`config.mk`:
```
export PLATFORM = sky130hd
export DESIGN_NAME = wwd_window_watchdog
export DESIGN_NICKNAME = d
export VERILOG_FILES = /design/src/verilog/wwd_pkg.sv /design/src/verilog/wwd_prescaler.sv /design/src/verilog/wwd_window_watchdog.sv
export SDC_FILE = /design/constraint.sdc
export NUM_CORES = 1
export LEC_CHECK = 0
export BUFFER_PORTS_ARGS = -buffer_cell sky130_fd_sc_hd__buf_2
export CORE_AREA = 2 2 121 123
export DETAILED_ROUTE_END_ITERATION = 12
export DIE_AREA = 0 0 123 125
export PLACE_DENSITY_LB_ADDON = 0.2
export SYNTH_ARGS = -nofsm -noshare
export SYNTH_HDL_FRONTEND = slang
export SYNTH_HIERARCHICAL = 1
export SYNTH_SLANG_ARGS = --single-unit
```
`constraint.sdc`:
```
create_clock -name clk -period 4 [get_ports clk]
set_clock_uncertainty 0.2 [all_clocks]
set_input_delay 0.8 -clock clk [delete_from_list [all_inputs] [get_ports clk]]
set_output_delay 0.8 -clock clk [all_outputs]
set_load 0.02 [all_outputs]
```
`src/verilog/wwd_pkg.sv`:
```
package wwd_pkg;

  // ****************************************************************
  // Register map (byte addresses)
  // ****************************************************************
  localparam logic [4:0] OFS_RELOAD_KEY = 5'h00;
  localparam logic [4:0] OFS_CONTROL = 5'h04;
  localparam logic [4:0] OFS_STATUS = 5'h08;
  localparam logic [4:0] OFS_COUNT_VALUE = 5'h0C;
  localparam logic [4:0] OFS_IRQ_MASK = 5'h10;

  // ****************************************************************
  // Control fields
  // ****************************************************************
  localparam int CTL_ENABLE_BIT = 0;
  localparam int CTL_IRQ_EN_BIT = 1;
  localparam int CTL_CLK_SEL_BIT = 4;
  localparam int CTL_PSEL_LSB = 8;
  localparam int CTL_PSEL_MSB = 11;
  localparam int CTL_CMP_LSB = 16;
  localparam int CTL_CMP_MSB = 21;
  localparam int STS_FLAG_BIT = 0;

  // ****************************************************************
  // Values and timing
  // ****************************************************************
  localparam logic [5:0] COUNT_TOP = 6'h3F;
  localparam logic [5:0] COUNT_ONE = 6'h01;
  localparam logic [5:0] COUNT_ZERO = 6'h00;
  localparam logic [31:0] RELOAD_KEY = 32'h0000_5AA5;
  localparam logic [3:0] PSEL_RESET = 4'h0;
  localparam logic [5:0] CMP_RESET = 6'h00;
  localparam logic MASK_RESET = 1'b1;
  localparam logic [1:0] SYNC_LAST = 2'h2;
  localparam logic [10:0] HCLK_DIV_LAST = 11'h7FF;

  function automatic logic [11:0] prescaleRatio(input logic [3:0] sel);
    logic [11:0] r;
    r = 12'h001;
    unique case (sel)
      4'h0: r = 12'h001;
      4'h1: r = 12'h002;
      4'h2: r = 12'h004;
      4'h3: r = 12'h008;
      4'h4: r = 12'h010;
      4'h5: r = 12'h020;
      4'h6: r = 12'h040;
      4'h7: r = 12'h080;
      4'h8: r = 12'h0C0;
      4'h9: r = 12'h100;
      4'hA: r = 12'h180;
      4'hB: r = 12'h200;
      4'hC: r = 12'h300;
      4'hD: r = 12'h400;
      4'hE: r = 12'h600;
      4'hF: r = 12'h800;
    endcase
    return r;
  endfunction

endpackage

```
`src/verilog/wwd_prescaler.sv`:
```
module wwd_prescaler
  import wwd_pkg::*;
(
  input wire logic clk,
  input wire logic rstn,
  input wire logic tickIn,
  input wire logic clear,
  input wire logic [3:0] prescale_select,
  output logic tickOut
);

  logic [11:0] div_ff;
  logic [11:0] lastVal;

  assign lastVal = prescaleRatio(prescale_select) - 12'h001;
  assign tickOut = tickIn && (div_ff == lastVal) && !clear;

  always_ff @(posedge clk or negedge rstn) begin
    if (!rstn) begin
      div_ff <= 12'h000;
    end else if (clear || tickOut) begin
      div_ff <= 12'h000;
    end else if (tickIn) begin
      div_ff <= div_ff + 12'h001;
    end
  end

endmodule

```
`src/verilog/wwd_window_watchdog.sv`:
```
// Behaviour
// - 6-bit down counter, compare in control[21:16]
// - Source: system clock/2048 or 10 kHz oscillator
// - Control[11:8] selects prescale ratio 1..2048
// - One decrement per prescaled tick
// - Enable once; starts at 0x3F; no stopping
// - Set match flag when counter equals compare
// - Interrupt when flag set and enabled
// - Reset request when counter reaches zero
// - Key in window reloads counter to 0x3F
// - Key above window raises reset request
// - Control register accepts one write only
// - Reload applies after 3 watchdog clocks
// - Counter value readable at any time
module wwd_window_watchdog
  import wwd_pkg::*;
(
  input wire logic clk,
  input wire logic rstn,
  input wire logic [4:0] address,
  input wire logic read,
  input wire logic write,
  input wire logic [31:0] writedata,
  output logic [31:0] readdata,
  output logic waitrequest,
  input wire logic oscClk,
  output logic irq,
  output logic resetReq
);

  // ****************************************************************
  // Bus slave
  // ****************************************************************
  logic ack_ff;
  logic busWr;
  logic busRd;
  logic [31:0] nxt_readdata;
  logic [31:0] readdata_ff;

  assign waitrequest = (read || write) && !ack_ff;
  assign busWr = write && ack_ff;
  assign busRd = read && ack_ff;
  assign readdata = readdata_ff;

  // Every access takes exactly one wait cycle
  always_ff @(posedge clk or negedge rstn) begin
    if (!rstn) begin
      ack_ff <= 1'b0;
    end else begin
      ack_ff <= (read || write) && !ack_ff;
    end
  end

  // ****************************************************************
  // Control, status and mask registers
  // ****************************************************************
  logic enable_ff;
  logic irqEn_ff;
  logic clkSel_ff;
  logic [3:0] psel_ff;
  logic [5:0] cmp_ff;
  logic ctrlLocked_ff;
  logic flag_ff;
  logic mask_ff;
  logic [5:0] count_ff;
  logic tripped_ff;
  logic resetReq_ff;
  logic ctrlWr;
  logic active;

  assign ctrlWr = busWr && (address == OFS_CONTROL) && !ctrlLocked_ff;
  assign active = enable_ff && !tripped_ff;

  always_ff @(posedge clk or negedge rstn) begin
    if (!rstn) begin
      enable_ff <= 1'b0;
      irqEn_ff <= 1'b0;
      clkSel_ff <= 1'b0;
      psel_ff <= PSEL_RESET;
      cmp_ff <= CMP_RESET;
      ctrlLocked_ff <= 1'b0;
    end else if (ctrlWr) begin
      enable_ff <= writedata[CTL_ENABLE_BIT];
      irqEn_ff <= writedata[CTL_IRQ_EN_BIT];
      clkSel_ff <= writedata[CTL_CLK_SEL_BIT];
      psel_ff <= writedata[CTL_PSEL_MSB:CTL_PSEL_LSB];
      cmp_ff <= writedata[CTL_CMP_MSB:CTL_CMP_LSB];
      ctrlLocked_ff <= 1'b1;
    end
  end

  always_ff @(posedge clk or negedge rstn) begin
    if (!rstn) begin
      mask_ff <= MASK_RESET;
    end else if (busWr && (address == OFS_IRQ_MASK)) begin
      mask_ff <= writedata[STS_FLAG_BIT];
    end
  end

  always_comb begin
    nxt_readdata = 32'h0000_0000;
    unique case (address)
      OFS_CONTROL: begin
        nxt_readdata[CTL_ENABLE_BIT] = enable_ff;
        nxt_readdata[CTL_IRQ_EN_BIT] = irqEn_ff;
        nxt_readdata[CTL_CLK_SEL_BIT] = clkSel_ff;
        nxt_readdata[CTL_PSEL_MSB:CTL_PSEL_LSB] = psel_ff;
        nxt_readdata[CTL_CMP_MSB:CTL_CMP_LSB] = cmp_ff;
      end
      OFS_STATUS: nxt_readdata[STS_FLAG_BIT] = flag_ff;
      OFS_COUNT_VALUE: nxt_readdata[5:0] = count_ff;
      OFS_IRQ_MASK: nxt_readdata[STS_FLAG_BIT] = mask_ff;
      default: nxt_readdata = 32'h0000_0000;
    endcase
  end

  // Loaded in the wait cycle so data stands when waitrequest drops
  always_ff @(posedge clk or negedge rstn) begin
    if (!rstn) begin
      readdata_ff <= 32'h0000_0000;
    end else if (read && !ack_ff) begin
      readdata_ff <= nxt_readdata;
    end
  end

  // ****************************************************************
  // Watchdog clock sources
  // ****************************************************************
  logic oscSync1_ff;
  logic oscSync2_ff;
  logic oscPrev_ff;
  logic [10:0] hclkDiv_ff;
  logic oscTick;
  logic hclkTick;
  logic srcTick;

  // Oscillator pin is asynchronous; only its rising edge is used
  always_ff @(posedge clk or negedge rstn) begin
    if (!rstn) begin
      oscSync1_ff <= 1'b0;
      oscSync2_ff <= 1'b0;
      oscPrev_ff <= 1'b0;
    end else begin
      oscSync1_ff <= oscClk;
      oscSync2_ff <= oscSync1_ff;
      oscPrev_ff <= oscSync2_ff;
    end
  end

  always_ff @(posedge clk or negedge rstn) begin
    if (!rstn) begin
      hclkDiv_ff <= 11'h000;
    end else begin
      hclkDiv_ff <= hclkDiv_ff + 11'h001;
    end
  end

  assign oscTick = oscSync2_ff && !oscPrev_ff;
  assign hclkTick = (hclkDiv_ff == HCLK_DIV_LAST);
  assign srcTick = clkSel_ff ? oscTick : hclkTick;

  // ****************************************************************
  // Reload handling and trip detection
  // ****************************************************************
  logic reloadPend_ff;
  logic [1:0] syncCnt_ff;
  logic keyWr;
  logic early;
  logic reloadNow;
  logic tick;
  logic zeroTrip;
  logic tripNow;

  assign keyWr = busWr && (address == OFS_RELOAD_KEY)
                 && (writedata == RELOAD_KEY) && active;
  assign early = keyWr && (count_ff > cmp_ff);
  assign reloadNow = reloadPend_ff && srcTick
                     && (syncCnt_ff == SYNC_LAST);
  assign zeroTrip = tick && (count_ff == COUNT_ONE) && !reloadNow;
  assign tripNow = active && (early || zeroTrip);

  always_ff @(posedge clk or negedge rstn) begin
    if (!rstn) begin
      reloadPend_ff <= 1'b0;
      syncCnt_ff <= 2'h0;
    end else if (reloadNow || !active) begin
      // A key landing on the reload edge is served by that reload
      reloadPend_ff <= 1'b0;
      syncCnt_ff <= 2'h0;
    end else if (keyWr && !early) begin
      reloadPend_ff <= 1'b1;
      syncCnt_ff <= 2'h0;
    end else if (reloadPend_ff && srcTick) begin
      syncCnt_ff <= syncCnt_ff + 2'h1;
    end
  end

  wwd_prescaler u_prescaler (
    .clk(clk),
    .rstn(rstn),
    .tickIn(srcTick),
    .clear(reloadNow || !active),
    .prescale_select(psel_ff),
    .tickOut(tick)
  );

  // ****************************************************************
  // Down counter and reset request
  // ****************************************************************
  always_ff @(posedge clk or negedge rstn) begin
    if (!rstn) begin
      count_ff <= COUNT_TOP;
    end else if (ctrlWr && writedata[CTL_ENABLE_BIT]) begin
      count_ff <= COUNT_TOP;
    end else if (active && reloadNow) begin
      count_ff <= COUNT_TOP;
    end else if (active && tick && count_ff != COUNT_ZERO) begin
      count_ff <= count_ff - COUNT_ONE;
    end
  end

  // After one request the block stays quiet until the chip reset
  always_ff @(posedge clk or negedge rstn) begin
    if (!rstn) begin
      tripped_ff <= 1'b0;
      resetReq_ff <= 1'b0;
    end else begin
      resetReq_ff <= tripNow;
      if (tripNow) begin
        tripped_ff <= 1'b1;
      end
    end
  end

  assign resetReq = resetReq_ff;

  // ****************************************************************
  // Compare match flag and interrupt
  // ****************************************************************
  logic matchNow;
  logic match_ff;
  logic flagSet;
  logic flagClr;

  assign matchNow = active && (count_ff == cmp_ff);
  assign flagSet = matchNow && !match_ff;
  assign flagClr = busWr && (address == OFS_STATUS)
                   && writedata[STS_FLAG_BIT];

  always_ff @(posedge clk or negedge rstn) begin
    if (!rstn) begin
      match_ff <= 1'b0;
    end else begin
      match_ff <= matchNow;
    end
  end

  // Set wins over a clear in the same cycle
  always_ff @(posedge clk or negedge rstn) begin
    if (!rstn) begin
      flag_ff <= 1'b0;
    end else if (flagSet) begin
      flag_ff <= 1'b1;
    end else if (flagClr) begin
      flag_ff <= 1'b0;
    end
  end

  assign irq = flag_ff && irqEn_ff && mask_ff;
endmodule

```
==> results of run 1 <==
==> layout by cell type (no fill, tap or decap), drive strengths merged, types with 4 or more instances in the layout <==
cell and n:
and3 10, ha 17, xor2 21, and4 4, buf 68, o31ai 7
mux2 13, nor4 8, clkbuf 9, a21o 6, xnor2 19, nor3 19
nand3 15, dfrtp 64, nor2b 9, nand4 4, nor2 13, nand2 50
conb 16, inv 19, nand2b 5, and2 4, o21ai 24, dfstp 7
==> where the power goes <==
part	internal [W]	switching, W	total (W)
Combinational	0.000139	0.000215	0.000354
Clock	0.000431	0.000341	0.000772
Sequential	0.000746	0.0000228	0.000769
Total	0.00132	0.000579	0.00190
==> repair_timing <==
action                     CTS  global route
setup endpoints to repair    1             3
gates cloned                 0             0
pin swaps                    0             3
gates resized for setup      2             6
==> final cells by class <==
type,instances,area share [%]
clock buffers,9,4.49
clock inverters,7,1.25
inverters,16,1.20
multi-input cells,315,45.7
flip-flops and latches,71,35.6
well taps,184,4.59
repair buffers,68,7.18
==> critical path, cell delays in order (launching register included) <==
cell,delay [ns]
dfrtp_1,0.42
inv_1,0.09
ha_1,0.17
nor3b_4,0.21
inv_1,0.06
ha_1,0.25
xor2_1,0.19
a21o_1,0.20
a2111oi_4,0.39
o2111ai_2,0.20
a2111oi_4,0.24
nor2b_4,0.21
nand3b_1,0.12
a21o_4,0.23
nor4b_2,0.28
xnor2_1,0.15
nand2_1,0.07
==> metal layers <==
layer,GRT usage [%],up-vias
met5,0,-
met4,5.08,0
met3,2.97,15
met2,21.2,72
met1,19.4,1547
li1,-,1586
==> through the flow <==
| stage | power, W | cell area, um2 | std cells | hold WS [ns] | TNS, ns |
|---|---|---|---|---|---|
| after floorplan | 0.00103 | 4300 | 434 | 0.131 | 0 |
| after global placement | 0.00112 | 4680 | 654 | 0.139 | 0 |
| after detailed placement | 0.00113 | 4680 | 654 | 0.139 | -0.0350 |
| after CTS | 0.00191 | 4970 | 670 | 0.155 | 0 |
| after global routing | 0.00200 | 5020 | 670 | 0.168 | 0 |
| final | 0.00190 | 5020 | 670 | 0.152 | 0 |
==> how the worst max path moves through the flow <==
stage / start / to / slack [ns] / cells after the start
final: psel_ff[1] / count_ff[4] / 0.21 / 16
after global routing: psel_ff[1] / count_ff[4] / 0.008 / 16
after CTS: psel_ff[1] / count_ff[4] / 0.05 / 16
after detailed placement: psel_ff[1] / count_ff[4] / -0.03 / 16
after global placement: psel_ff[1] / count_ff[4] / 0.19 / 16
after floorplan: psel_ff[0] / count_ff[4] / 0.02 / 17
==> registers in the layout, summed over array words and instances (netlist names) <==
signal,flops
resetReq,1
ack_ff,1
oscSync1_ff,1
hclkDiv_ff,11
psel_ff,4
ctrlLocked_ff,1
u_prescaler/div_ff,12
readdata,16
match_ff,1
irqEn_ff,1
count_ff,6
clkSel_ff,1
mask_ff,1
reloadPend_ff,1
oscSync2_ff,1
enable_ff,1
oscPrev_ff,1
flag_ff,1
syncCnt_ff,2
cmp_ff,6
tripped_ff,1
==> kinds of logic (layout without fill, tap and decap cells) <==
group | after synthesis | after routing | synth area share (%)
flip-flops | 71 | 71 | 42.0
adder cells (fa/ha/maj) | 17 | 17 | 5.01
multiplexers | 15 | 15 | 3.92
AO/OA/AOI/OAI | 65 | 65 | 11.7
other | 1 | 16 | 0.0883
XOR/XNOR | 40 | 40 | 8.25
AND/OR/NAND/NOR | 162 | 162 | 22.5
buffers and inverters | 48 | 100 | 6.57
==> reports/metrics.csv, run 1 <==
metric,value,unit
Post-Route WL,10000,um
Placer Congestion,0.833,
Post-CTS Hold Fix Bufs,0,
type of the worst setup path,flop to flop,
H-tree Lvls,3,
Port-buffer cells,60,
"flops & latches, synth",71,
1st-iter DRT viols,177,
reg2reg start,psel_ff[1],
FF-to-FF setup slack,0.21,ns
highest metal used,met4,
Syn Inst Count,419,
initial antenna violation count,0,
DR WL/cell,14.9,um
most common cell in the netlist,dfrtp_1,
routed vias/inst,4.81,
maxcap violations,0,
Remaining DRCs,0,
postcts setup bufs,0,
global route total overflow,0,
CTS buffer count,9,
Worst Max-Slew Pin Slew,0.943,ns
most frequent cells after synthesis,"dfrtp_1 (64), nand2_1 (50), o21ai_0 (21), xor2_1 (21), xnor2_1 (19)",
Synth cell types,65,
CP Data Required Time,4.06,ns
FF+latch area,1790,um2
crit path launch type,flop,
worst skew pair latency,0.34,ns
Hold Path End,oscSync2_ff,
fin nets,540,
yosys warns,6,
core region area,14200,um2
Final min period,3.79,ns
asr flop ratio synth,100,%
routed length on met2,4680,um
leakage power,2.28,nW
Starting Density,29.9,%
Vias,3220,
drt first pass iters,4,
Max Fanout on Critical Path,6,
first-pass GRT wire length,16700,um
Hold Path Depth,0,
"EDFF count, synth",0,
PwrDens,378,nW/um2
endpoints failing hold,0,
Die W,123,um
Antenna Cells,0,
Post-DP HPWL,7430,um
Clock transition at path regs,0.07,ns
Die Span Y,125,um
critical path capture point type,flop,
footprint of the multi-input gates,2290,um2
final worst path period share,94.8,%
Sink Count,71,
DP Worst Slack,-0.0350,ns
CTS max path bufs,2,
FF-to-FF path depth,16,
final setup margin,0.209,ns
# rows,44,
share of the synthesized area in the top cell type,37.7,%
synthesized area per cell,10.1,um2
main area contributors after synthesis,"dfrtp_1 (38%), ha_1 (5.0%), nand2_1 (4.4%)",
"area leader, netlist",dfrtp_1,
FMAX,0.264,GHz
r2r endpoint,count_ff[4],
met3 WL,404,um
Metal-1 WL,4740,um
Slew HR,36.2,%
Tot GR Track Use,13.9,%
CTS tree,built,
final core utilization,35.3,%
sequential area share after synthesis,42.0,%
fillers,1478,
"Setup violations, final",0,
Main synth FF type,dfrtp_1,
Final Max Slew Viols,0,
crit path DAT,3.85,ns
area of the die,15400,um2
CTS root buf,clkbuf_16,
P&R area growth vs syn,18.1,%
share of layout cells above drive strength 1,28.0,%
vias in the first global route,3234,
RSZ-0062 raised after global routing,no,
mapped cell area,4250,um2
Max VDD drop,0.203,mV
status,finished clean,
num ports,77,
largest net degree at the start of global routing,72,
HP Class,flop to flop,
post-route ant nets,0,
hold path startpoint,oscSync1_ff,
Power figures use the tool's default switching activity.
==> run 2: changes to the inputs <==
- REMOVE_ABC_BUFFERS: unset -> 1
==> run 2 against run 1 <==
Compared with the run above: maximum frequency rose by 0.25%; via count fell by 0.25%; global-route usage rose by 0.33 points; critical path depth did not move; non-clock buffer count rose by 1; routed wire length rose by 0.70%; sequential power barely moved; critical endpoint unchanged; highest routed layer unchanged.
==> reports/metrics.csv, run 2 (synthesis results as in run 1) <==
metric,value,unit,change
Hold Path Depth,0,,unchanged
Placer Congestion,0.848,,+1.8%
Die Span Y,125,um,unchanged
CTS root buf,clkbuf_16,,
# placed instances,655,,+0.15%
worst skew pair latency,0.34,ns,about the same
sw frac,28.3,%,-2.2 points
Non-Filler Instances,671,,+0.15%
maxcap violations,0,,unchanged
Post-Route WL,10100,um,+0.70%
global route total overflow,0,,unchanged
drt first pass iters,4,,unchanged
Post-DP HPWL,7720,um,+3.9%
Max Fanout on Critical Path,6,,unchanged
fillers,1478,,unchanged
Max VDD drop,0.360,mV,+78%
DP Worst Slack,0.0217,ns,+0.0567 ns
max FFs per register,16,,unchanged
first-pass GRT wire length,16900,um,+0.70%
postcts setup bufs,0,,unchanged
"Setup violations, final",0,,unchanged
CP Data Required Time,4.05,ns,about the same
reg2reg start,psel_ff[1],,
Clock transition at path regs,0.06,ns,about the same
Remaining DRCs,0,,unchanged
# rows,44,,unchanged
r2r endpoint,count_ff[4],,
H-tree Lvls,3,,unchanged
CTS buffer count,9,,unchanged
CTS max path bufs,2,,unchanged
Int Pwr,0.00139,W,+5.5%
leakage power,2.30,nW,+0.76%
endpoints failing hold,0,,unchanged
critical path capture point type,flop,,
RSZ-0062 raised after global routing,no,,
share of layout cells above drive strength 1,27.9,%,-0.057 points
Antenna Cells,0,,unchanged
PwrDens,384,nW/um2,+1.6%
Sink Count,71,,unchanged
1st-iter DRT viols,174,,-1.7%
crit path DAT,3.83,ns,-0.02 ns
Clk pwr share,42.0,%,+1.3 points
hold path startpoint,oscSync1_ff,,
"commonest cells after routing, fill and taps aside","dfrtp_1 (64), buf_2 (60), nand2_1 (50)",,
Slew HR,37.1,%,+0.90 points
area of the die,15400,um2,unchanged
initial antenna violation count,0,,unchanged
type of the worst setup path,flop to flop,,
vias in the first global route,3271,,+1.1%
P&R area growth vs syn,18.9,%,
Tot GR Track Use,14.3,%,+0.33 points
crit path launch type,flop,,
final core utilization,35.5,%,+0.23 points
Net Sw Power,0.000550,W,-5.0%
Seq pwr share,39.7,%,-0.9 points
FMAX,0.264,GHz,+0.25%
routed vias/inst,4.79,,-0.40%
HP Class,flop to flop,,
Port-buffer cells,60,,unchanged
status,finished clean,,
"commonest non-fill, non-tap cell in the layout",dfrtp_1,,
Setup TNS Final,0,ns,unchanged
final worst path period share,94.5,%,-0.24 points
FF-to-FF setup slack,0.22,ns,about the same
worst hold slack,0.151,ns,-0.00113 ns
Starting Density,29.9,%,unchanged
Final min period,3.78,ns,-0.00963 ns
Post-CTS Hold Fix Bufs,0,,unchanged
Worst Max-Slew Pin Slew,0.943,ns,-0.000275 ns
CTS tree,built,,
Vias,3212,,-0.25%
core region area,14200,um2,unchanged
Comb power frac,18.3,%,-0.4 points
largest net degree at the start of global routing,39,,-46%
Die W,123,um,unchanged
post-route ant nets,0,,unchanged
FF-to-FF path depth,16,,unchanged
post-cts sizing count,0,,-2
Final Max Slew Viols,0,,unchanged
Hold Path End,oscSync2_ff,,
final setup margin,0.219,ns,+0.00963 ns
fin nets,541,,+0.19%
DR WL/cell,15.0,um,+0.55%
num ports,77,,unchanged
## run 2: area by class of cell
| class | instances | area [um2] | share of cell area (%) |
|---|---|---|---|
| clock buffers | 10 | 239 | 4.73 |
| flip-flops and latches | 71 | 1790 | 35.4 |
| inverters | 16 | 60.1 | 1.19 |
| repair buffers | 69 | 380 | 7.53 |
| multi-input cells | 315 | 2280 | 45.3 |
| clock inverters | 6 | 68.8 | 1.36 |
| well taps | 184 | 230 | 4.56 |
## run 2: how the worst max path moves through the flow
stage	startpoint	to	slack (ns)	cells past startpoint
after floorplan	psel_ff[0]	count_ff[4]	-0.43	16
after global placement	psel_ff[1]	count_ff[4]	0.20	16
after detailed placement	psel_ff[1]	count_ff[4]	0.02	16
after CTS	psel_ff[1]	count_ff[4]	0.003	16
after global routing	psel_ff[1]	count_ff[4]	0.003	16
final	psel_ff[1]	count_ff[4]	0.22	16
## run 2: power by group through the flow
| stage | Clock, W | Sequential (W) | Combinational (W) |
|---|---|---|---|
| 2_1_floorplan | 0 | 0.000786 | 0.000218 |
| 3_3_place_gp | 0 | 0.000780 | 0.000341 |
| 3_5_place_dp | 0 | 0.000781 | 0.000346 |
| 4_1_cts | 0.000847 | 0.000769 | 0.000348 |
| 5_1_grt | 0.000882 | 0.000774 | 0.000396 |
| 6_report | 0.000816 | 0.000769 | 0.000355 |
## run 2: critical path, cell delays in order, from the launching register on
cell and delay, ns:
dfrtp_1 0.42, inv_1 0.10, ha_1 0.19, nor3b_4 0.22, inv_1 0.06, ha_1 0.24
xor2_1 0.18, a21o_1 0.20, a2111oi_4 0.37, o2111ai_2 0.21, a2111oi_4 0.24, nor2b_4 0.21
nand3b_1 0.10, a21o_1 0.24, nor4b_2 0.29, xnor2_1 0.15, nand2_1 0.06
## run 2: layer usage
layer	wire length, um	vias up	GRT usage [%]
li1	-	1582	-
met1	4780	1547	19.1
met2	4730	76	22.5
met3	446	7	4.20
met4	104	0	3.61
met5	0	-	0
## run 2: per-stage QoR
| stage | total power (W) | area (um2) |
|---|---|---|
| floorplan | 0.00100 | 4090 |
| global placement | 0.00112 | 4700 |
| detailed placement | 0.00113 | 4700 |
| CTS | 0.00196 | 5000 |
| global route | 0.00205 | 5050 |
| finish | 0.00194 | 5050 |
